===== src/chain_regs_pkg.sv =====
/*
 Constants for the chain access and feature selection register bank.
 Assumes an 8-bit register port with a 7-bit address from the host serial port.
*/
package chain_regs_pkg;
    // ------------------------------------------------------------
    // Register offsets
    // ------------------------------------------------------------
    localparam logic [6:0] target_index_addr  = 7'h26;
    localparam logic [6:0] write_byte_addr    = 7'h27;
    localparam logic [6:0] command_addr       = 7'h28;
    localparam logic [6:0] read_byte_addr     = 7'h29;
    localparam logic [6:0] feature_first_addr = 7'h2A;
    localparam logic [6:0] feature_second_addr = 7'h2B;
    localparam logic [6:0] reserved_low_addr  = 7'h2C;
    localparam logic [6:0] reserved_high_addr = 7'h2F;
    // ------------------------------------------------------------
    // Reset values
    // ------------------------------------------------------------
    localparam logic [7:0] zero_reset          = 8'h00;
    localparam logic [7:0] feature_second_reset = 8'h02;
    // ------------------------------------------------------------
    // Field positions
    // ------------------------------------------------------------
    localparam int start_bit        = 0;
    localparam int code_lsb         = 1;
    localparam int zero_cross_bit   = 0;
    localparam int filter_lsb       = 1;
    localparam int divider_bit      = 4;
    localparam int ref_source_bit   = 5;
    localparam int limit_source_bit = 6;
    localparam int index_width      = 7;
    localparam logic [7:0] command_mask  = 8'h0F;
    localparam logic [7:0] feature1_mask = 8'h77;
    localparam logic [7:0] feature2_mask = 8'h03;
    localparam logic [7:0] index_mask    = 8'h7F;
    // ------------------------------------------------------------
    // Command codes and pad modes
    // ------------------------------------------------------------
    typedef enum logic [2:0] {
        cmd_reserved0 = 3'h0,
        cmd_read      = 3'h1,
        cmd_write     = 3'h2,
        cmd_alloc     = 3'h3,
        cmd_bcast_cfg = 3'h4,
        cmd_bcast_wr  = 3'h5
    } command_type;
    localparam logic [1:0] pad_opto   = 2'h2;
    localparam logic [1:0] pad_normal = 2'h3;
    // ------------------------------------------------------------
    // Filter times in microseconds and derived cycles at 50 MHz
    // ------------------------------------------------------------
    localparam int clk_mhz   = 50;
    localparam int filter_us_00 = 8;
    localparam int filter_us_01 = 6;
    localparam int filter_us_10 = 4;
    localparam int filter_us_11 = 2;
    localparam logic [9:0] filter_cycles_00 = 10'(filter_us_00 * clk_mhz);
    localparam logic [9:0] filter_cycles_01 = 10'(filter_us_01 * clk_mhz);
    localparam logic [9:0] filter_cycles_10 = 10'(filter_us_10 * clk_mhz);
    localparam logic [9:0] filter_cycles_11 = 10'(filter_us_11 * clk_mhz);
endpackage


===== src/zero_cross_filter.sv =====
/*
 Zero-cross detect filter: a comparator level must hold steady for the
 selected time before the filtered output follows it.
 Assumes the raw level is already synchronised to clk.
*/
`timescale 1ns/1ps
`default_nettype none
module zero_cross_filter (
    input  wire logic       clk,
    input  wire logic       reset,
    input  wire logic       enable,
    input  wire logic [1:0] filter_select,
    input  wire logic       raw_level,
    output logic            filtered
);
    logic [9:0] count;
    logic [9:0] limit;

    // ------------------------------------------------------------
    // Filter time selection
    // ------------------------------------------------------------
    always_comb begin
        case (filter_select)
            2'h0: limit = chain_regs_pkg::filter_cycles_00;
            2'h1: limit = chain_regs_pkg::filter_cycles_01;
            2'h2: limit = chain_regs_pkg::filter_cycles_10;
            default: limit = chain_regs_pkg::filter_cycles_11;
        endcase
    end

    // Restart the count whenever the level agrees with the output so glitches never pass
    always_ff @(posedge clk) begin
        if (reset || !enable) begin
            count    <= 10'h000;
            filtered <= 1'b0;
        end else if (raw_level == filtered) begin
            count <= 10'h000;
        end else if (count >= limit - 10'h001) begin
            filtered <= raw_level;
            count    <= 10'h000;
        end else begin
            count <= count + 10'h001;
        end
    end
endmodule
`default_nettype wire


===== src/chain_access_feature_regs.sv =====
/*
 Chain access and feature selection register bank.
 Assumes the host serial port decoder gives one-cycle write and read strobes
 with a 7-bit address, and a chain link engine that reports done with read data.
*/
`timescale 1ns/1ps
`default_nettype none
module chain_access_feature_regs (
    input  wire logic       clk,
    input  wire logic       reset,
    input  wire logic [6:0] reg_addr,
    input  wire logic [7:0] reg_wdata,
    input  wire logic       reg_write,
    input  wire logic       reg_read,
    output logic      [7:0] reg_rdata,
    output logic            reg_hit,
    input  wire logic [5:0] device_select,
    output logic            chain_start,
    output logic      [2:0] chain_op,
    output logic      [5:0] chain_device,
    output logic            chain_broadcast,
    output logic      [6:0] chain_index,
    output logic      [7:0] chain_wdata,
    input  wire logic       chain_done,
    input  wire logic       chain_rdata_valid,
    input  wire logic [7:0] chain_rdata,
    output logic            chain_busy,
    output logic            zero_cross_enable,
    output logic      [1:0] zero_cross_filter_select,
    input  wire logic       zero_cross_pin,
    output logic            zero_cross_detect,
    output logic            external_divider_enable,
    output logic            external_reference_select,
    output logic            external_limit_select,
    output logic      [1:0] converter_drive_pin_mode
);
    logic [7:0] target_index;
    logic [7:0] write_byte;
    logic [7:0] command;
    logic [7:0] read_byte;
    logic [7:0] feature_first;
    logic [7:0] feature_second;
    logic       zc_sync1;
    logic       zc_sync2;
    logic       zc_filtered;
    logic       valid_code;
    logic [7:0] next_rdata;
    logic       next_hit;

    // ------------------------------------------------------------
    // Command decode
    // ------------------------------------------------------------
    // Reserved codes never launch, so a stray write cannot hang the link
    always_comb begin
        case (command[3:1])
            chain_regs_pkg::cmd_read,
            chain_regs_pkg::cmd_write,
            chain_regs_pkg::cmd_alloc,
            chain_regs_pkg::cmd_bcast_cfg,
            chain_regs_pkg::cmd_bcast_wr: valid_code = 1'b1;
            default: valid_code = 1'b0;
        endcase
    end

    // ------------------------------------------------------------
    // Command register and transaction tracking
    // ------------------------------------------------------------
    // Done wins over a host write in the same cycle: the link owns it then
    always_ff @(posedge clk) begin
        if (reset) begin
            command     <= chain_regs_pkg::zero_reset;
            chain_busy  <= 1'b0;
            chain_start <= 1'b0;
        end else begin
            chain_start <= 1'b0;
            if (chain_busy && chain_done) begin
                command    <= chain_regs_pkg::zero_reset;
                chain_busy <= 1'b0;
            end else if (!chain_busy && command[chain_regs_pkg::start_bit]) begin
                if (valid_code) begin
                    chain_start <= 1'b1;
                    chain_busy  <= 1'b1;
                end else begin
                    command <= chain_regs_pkg::zero_reset;
                end
            end else if (!chain_busy && reg_write
                         && reg_addr == chain_regs_pkg::command_addr) begin
                command <= reg_wdata & chain_regs_pkg::command_mask;
            end
        end
    end

    // Operation details latched at launch so host edits cannot disturb a frame
    always_ff @(posedge clk) begin
        if (reset) begin
            chain_op        <= 3'h0;
            chain_device    <= 6'h00;
            chain_broadcast <= 1'b0;
            chain_index     <= 7'h00;
            chain_wdata     <= chain_regs_pkg::zero_reset;
        end else if (!chain_busy && command[chain_regs_pkg::start_bit] && valid_code) begin
            chain_op     <= command[3:1];
            chain_device <= device_select;
            chain_index  <= target_index[chain_regs_pkg::index_width-1:0];
            chain_wdata  <= write_byte;
            chain_broadcast <= (command[3:1] == chain_regs_pkg::cmd_bcast_wr)
                || (device_select == 6'h00);
        end
    end

    // ------------------------------------------------------------
    // Data registers
    // ------------------------------------------------------------
    always_ff @(posedge clk) begin
        if (reset) begin
            target_index <= chain_regs_pkg::zero_reset;
            write_byte   <= chain_regs_pkg::zero_reset;
        end else if (reg_write) begin
            if (reg_addr == chain_regs_pkg::target_index_addr) begin
                target_index <= reg_wdata & chain_regs_pkg::index_mask;
            end
            if (reg_addr == chain_regs_pkg::write_byte_addr) begin
                write_byte <= reg_wdata;
            end
        end
    end

    // Link data must arrive no later than done so a poll sees final data
    always_ff @(posedge clk) begin
        if (reset) begin
            read_byte <= chain_regs_pkg::zero_reset;
        end else if (chain_busy && chain_rdata_valid
                     && chain_op == chain_regs_pkg::cmd_read) begin
            read_byte <= chain_rdata;
        end else if (reg_write && reg_addr == chain_regs_pkg::read_byte_addr) begin
            read_byte <= reg_wdata;
        end
    end

    // ------------------------------------------------------------
    // Feature selection registers
    // ------------------------------------------------------------
    always_ff @(posedge clk) begin
        if (reset) begin
            feature_first  <= chain_regs_pkg::zero_reset;
            feature_second <= chain_regs_pkg::feature_second_reset;
        end else if (reg_write) begin
            if (reg_addr == chain_regs_pkg::feature_first_addr) begin
                feature_first <= reg_wdata & chain_regs_pkg::feature1_mask;
            end
            if (reg_addr == chain_regs_pkg::feature_second_addr) begin
                feature_second <= reg_wdata & chain_regs_pkg::feature2_mask;
            end
        end
    end

    // Registered feature outputs
    always_ff @(posedge clk) begin
        if (reset) begin
            zero_cross_enable         <= 1'b0;
            zero_cross_filter_select  <= 2'h0;
            external_divider_enable   <= 1'b0;
            external_reference_select <= 1'b0;
            external_limit_select     <= 1'b0;
            converter_drive_pin_mode  <= chain_regs_pkg::pad_opto;
        end else begin
            zero_cross_enable         <= feature_first[chain_regs_pkg::zero_cross_bit];
            zero_cross_filter_select  <= feature_first[chain_regs_pkg::filter_lsb +: 2];
            external_divider_enable   <= feature_first[chain_regs_pkg::divider_bit];
            external_reference_select <= feature_first[chain_regs_pkg::ref_source_bit];
            external_limit_select     <= feature_first[chain_regs_pkg::limit_source_bit];
            converter_drive_pin_mode  <= feature_second[1:0];
        end
    end

    // ------------------------------------------------------------
    // Zero-cross pin path
    // ------------------------------------------------------------
    always_ff @(posedge clk) begin
        if (reset) begin
            zc_sync1          <= 1'b0;
            zc_sync2          <= 1'b0;
            zero_cross_detect <= 1'b0;
        end else begin
            zc_sync1          <= zero_cross_pin;
            zc_sync2          <= zc_sync1;
            zero_cross_detect <= zc_filtered;
        end
    end

    zero_cross_filter filter_inst (
        .clk           (clk),
        .reset         (reset),
        .enable        (feature_first[chain_regs_pkg::zero_cross_bit]),
        .filter_select (feature_first[chain_regs_pkg::filter_lsb +: 2]),
        .raw_level     (zc_sync2),
        .filtered      (zc_filtered)
    );

    // ------------------------------------------------------------
    // Read back
    // ------------------------------------------------------------
    // Reserved window reads zero and reports no hit
    always_comb begin
        next_hit   = 1'b1;
        next_rdata = chain_regs_pkg::zero_reset;
        case (reg_addr)
            chain_regs_pkg::target_index_addr:   next_rdata = target_index;
            chain_regs_pkg::write_byte_addr:     next_rdata = write_byte;
            chain_regs_pkg::command_addr:        next_rdata = command;
            chain_regs_pkg::read_byte_addr:      next_rdata = read_byte;
            chain_regs_pkg::feature_first_addr:  next_rdata = feature_first;
            chain_regs_pkg::feature_second_addr: next_rdata = feature_second;
            default:                             next_hit = 1'b0;
        endcase
    end

    always_ff @(posedge clk) begin
        if (reset) begin
            reg_rdata <= chain_regs_pkg::zero_reset;
            reg_hit   <= 1'b0;
        end else if (reg_read) begin
            reg_rdata <= next_rdata;
            reg_hit   <= next_hit;
        end
    end
endmodule
`default_nettype wire


===== config.mk =====
export PLATFORM = sky130hd
export DESIGN_NAME = chain_access_feature_regs
export DESIGN_NICKNAME = d
export VERILOG_FILES = /design/src/chain_regs_pkg.sv /design/src/zero_cross_filter.sv /design/src/chain_access_feature_regs.sv
export SDC_FILE = /design/constraint.sdc
export NUM_CORES = 1
export LEC_CHECK = 0
export ABC_AREA = 1
export BUFFER_PORTS_ARGS = -buffer_cell sky130_fd_sc_hd__clkbuf_2
export CORE_MARGIN = 10
export CORE_UTILIZATION = 54
export CTS_CLUSTER_DIAMETER = 30
export DETAILED_ROUTE_END_ITERATION = 7
export PLACE_DENSITY = 0.85
export SKIP_CTS_REPAIR_TIMING = 1
export SLEW_MARGIN = 20
export SYNTH_ARGS = -nofsm -noshare
export SYNTH_HDL_FRONTEND = slang
export SYNTH_SLANG_ARGS = --single-unit

===== constraint.sdc =====
create_clock -name clk -period 2.5 [get_ports clk]
set_input_delay 0.125 -clock clk [delete_from_list [all_inputs] [get_ports clk]]
set_output_delay 0.125 -clock clk [all_outputs]
set_load 0.05 [all_outputs]

==> results.yml <==
cts:
  htree_levels: 3
  clk_path_buf_depth: 2
  clk_pin_slew_ns: 0.10
  cts.sinks: 93
  clk_latency_ns: 0.36
  cts-root-buf: "clkbuf_8"
  cts_tree: "yes"
  numCtsBuffers: 9
worst_setup_path:
  cp_cell_sequence: "inv_1 -> ha_1 -> xnor2_1 -> ha_1 -> a21oi_1 -> nor2_1 -> o21ai_1 -> nand4_1 -> buf_4 -> nor2_1"
  cp_slowest_cell: "dfxtp_1"
  max_stage_delay_ns: 0.40
  critPathKind: "reg2reg"
  cp.required_ns: 2.79
  critPathBufInv: 2
  setup.worst_path.end_class: "flop"
  crit_fanout: 10
  cp.arrival_ns: 2.58
  crit_family: "adder cells"
  cp-start-kind: "flop"
route:
  vias: 3790
  drt_iter0_drc: 287
  postRouteAntennaNets: 0
  routed_wl_um: 10300
  viasPerCell: 5.54
  drc: 0
  drt_first_pass_iters: 5
  avgRoutedWirePerCell_um: 15.0
logic_synthesis:
  synthArstFlopShare: 0
  synthMostInstantiatedCell: "dfxtp_1"
  avgSynthCellArea_um2: 7.86
  ys_ff_latch: 93
  yosys.area.top_type: "dfxtp_1"
  synth_fa_ha_area_frac: 0.0440
  ys_seq_area_frac: 0.468
  synthDistinctLibCells: 27
  synth-compound-area-share: 0.182
  synth_flop_cell: "dfxtp_1"
  syn_area_um2: 3980
  synth_top_family_by_area: "simple AND/OR/NAND/NOR gates"
  synth_xor_area_frac: 0.0242
  netlist.area_leader.share: 0.468
  synth_warnings: 0
  synth_nets: 556
  synthMuxAreaShare: 0
  syn_inst: 506
  yosys-top-cells-count: "93 x dfxtp_1, 77 x nor2_1, 58 x o21ai_0"
  ys_top_cells_by_area: "dfxtp_1 47%, o21ai_0 7.3%, nor2_1 7.3%"
  yosys.area_share.simple: 0.212
  synth_edf_count: 0
cells_and_area:
  fin_nets: 630
  final_cell_area_um2: 4640
  drive_gt1_frac: 0.195
  syn2layout_area_growth_pct: 16.5
  num_antenna_cells: 0
  fillers: 631
place:
  portBuffers: 80
  hpwl_um: 7650
  gp_congestion: 0.873
  placed_cell_area_um2: 4430
timing:
  final-setup-viol-count: 0
  rsz0062_at_grt: "no"
  timing_hold_violations_final: 0
  maxSlewViolCount: 0
  tns_ns: 0
  worst_pin_slew_ns: 1.06
  relSlewSlack: 0.296
  timing.fmax_ghz: 0.438
  fin_crit_sh: 0.914
  fin_skew_ns: 0.0125
  min_period_ns: 2.28
floorplan:
  die_y_um: 106
  io_pins: 81
  initial_core_util: 0.552
  rows: 31
  core-area_um2: 7210
  die_w_um: 106
  die_area_um2: 11200
global_routing:
  antenna_found_initial: 0
  grt_first_pass_wirelength_um: 16800
  grt_max_degree: 42
  grt_pass1_vias: 3589
  grt_overflow: 0
  grt.total_usage: 0.179
job:
  drv_cap: 0
pwr:
  powerDensity_nw_per_um2: 553
  ir_drop_v: 0.000266
  leakage_nw: 1.92
min_path:
  holdCritPathClass: "in2reg"
outcome:
  status: "completed"
==> tightest hold or removal path: cells and delay by family <==
family / cells / cell delay (ns)
buf+inv: 1 / 0.09
simple gates: 1 / 0.09
compound gates: 1 / 0.07
==> path summary, 6_finish.rpt <==
kind | startpoint | endpoint | slack, ns | cells past startpoint
max | feature_first[1] | filter_inst.count[8] | 0.22 | 10
min | device_select[0] | chain_device[0] | 0.04 | 3
max reg2reg | feature_first[1] | filter_inst.count[8] | 0.22 | 10
min reg2reg | zc_sync1 | zc_sync2 | 0.42 | 2
==> metrics by stage <==
| stage | worst slack [ns] | hold WS (ns) | std cells | util | total power (W) |
|---|---|---|---|---|---|
| final | 0.215 | 0.0406 | 684 | 0.643 | 0.00256 |
| after global routing | 0.0537 | 0.0589 | 684 | 0.643 | 0.00264 |
| after CTS | 0.114 | -0.0685 | 683 | 0.640 | 0.00257 |
| after detailed placement | 0.177 | 0.322 | 667 | 0.614 | 0.00164 |
| after global placement | 0.351 | 0.323 | 667 | 0.614 | 0.00164 |
| after floorplan | 0.375 | 0.232 | 506 | - | 0.00159 |
==> layout by cell type (no fill, tap or decap), drive strengths merged, types with 4 or more instances in the layout <==
cell type / instances
dfxtp: 93
inv: 47
o21ai: 61
a21oi: 42
ha: 14
clkbuf: 89
nand2: 58
a211oi: 16
nand3: 36
nand4: 15
xnor2: 6
a31oi: 9
buf: 5
nor2: 80
xor2: 5
clkinv: 4
==> power breakdown <==
| group | internal [W] | switching, W | total, W |
|---|---|---|---|
| Sequential | 0.00149 | 0.00000285 | 0.00149 |
| Clock | 0.000385 | 0.000565 | 0.000950 |
| Combinational | 0.0000409 | 0.0000859 | 0.000127 |
| Total | 0.00191 | 0.000654 | 0.00256 |
==> flip-flops by register name (all words and copies together), names as in the netlist, 2 cells and up <==
signal and flops:
filter_inst.count 10, chain_index 7, command 4, feature_first 6
target_index 7, write_byte 8, converter_drive_pin_mode 2, reg_rdata 8
zero_cross_filter_select 2, chain_op 3, read_byte 8, chain_device 6
chain_wdata 8, feature_second 2
==> cell families (layout without fill, tap and decap cells) <==
group | Yosys count | count (layout)
AND/OR/NAND/NOR | 191 | 191
AO/OA/AOI/OAI | 129 | 129
flip-flops | 93 | 93
buffers and inverters | 67 | 146
adder cells (fa/ha/maj) | 14 | 14
XOR/XNOR | 11 | 11
other | 1 | 1
==> metal layers <==
| metal | up-vias | share of wire | routed length [um] | GRT usage |
|---|---|---|---|---|
| met3 | 20 | 0.090 | 926 | 0.0493 |
| met2 | 159 | 0.46 | 4750 | 0.294 |
| met5 | - | 0 | 0 | 0 |
| li1 | 1848 | - | - | - |
| met1 | 1763 | 0.43 | 4390 | 0.219 |
| met4 | 0 | 0.021 | 216 | 0.0667 |
==> area by class of cell <==
cell class / instances / area [um^2] / share of cell area
clock buffers: 9 / 124 / 0.0267
multi-input cells: 346 / 1850 / 0.398
flip-flops and latches: 93 / 1860 / 0.402
repair buffers: 86 / 448 / 0.0966
inverters: 44 / 165 / 0.0356
well taps: 99 / 124 / 0.0267
clock inverters: 7 / 67.6 / 0.0146
(Power assumes the default switching activity.)
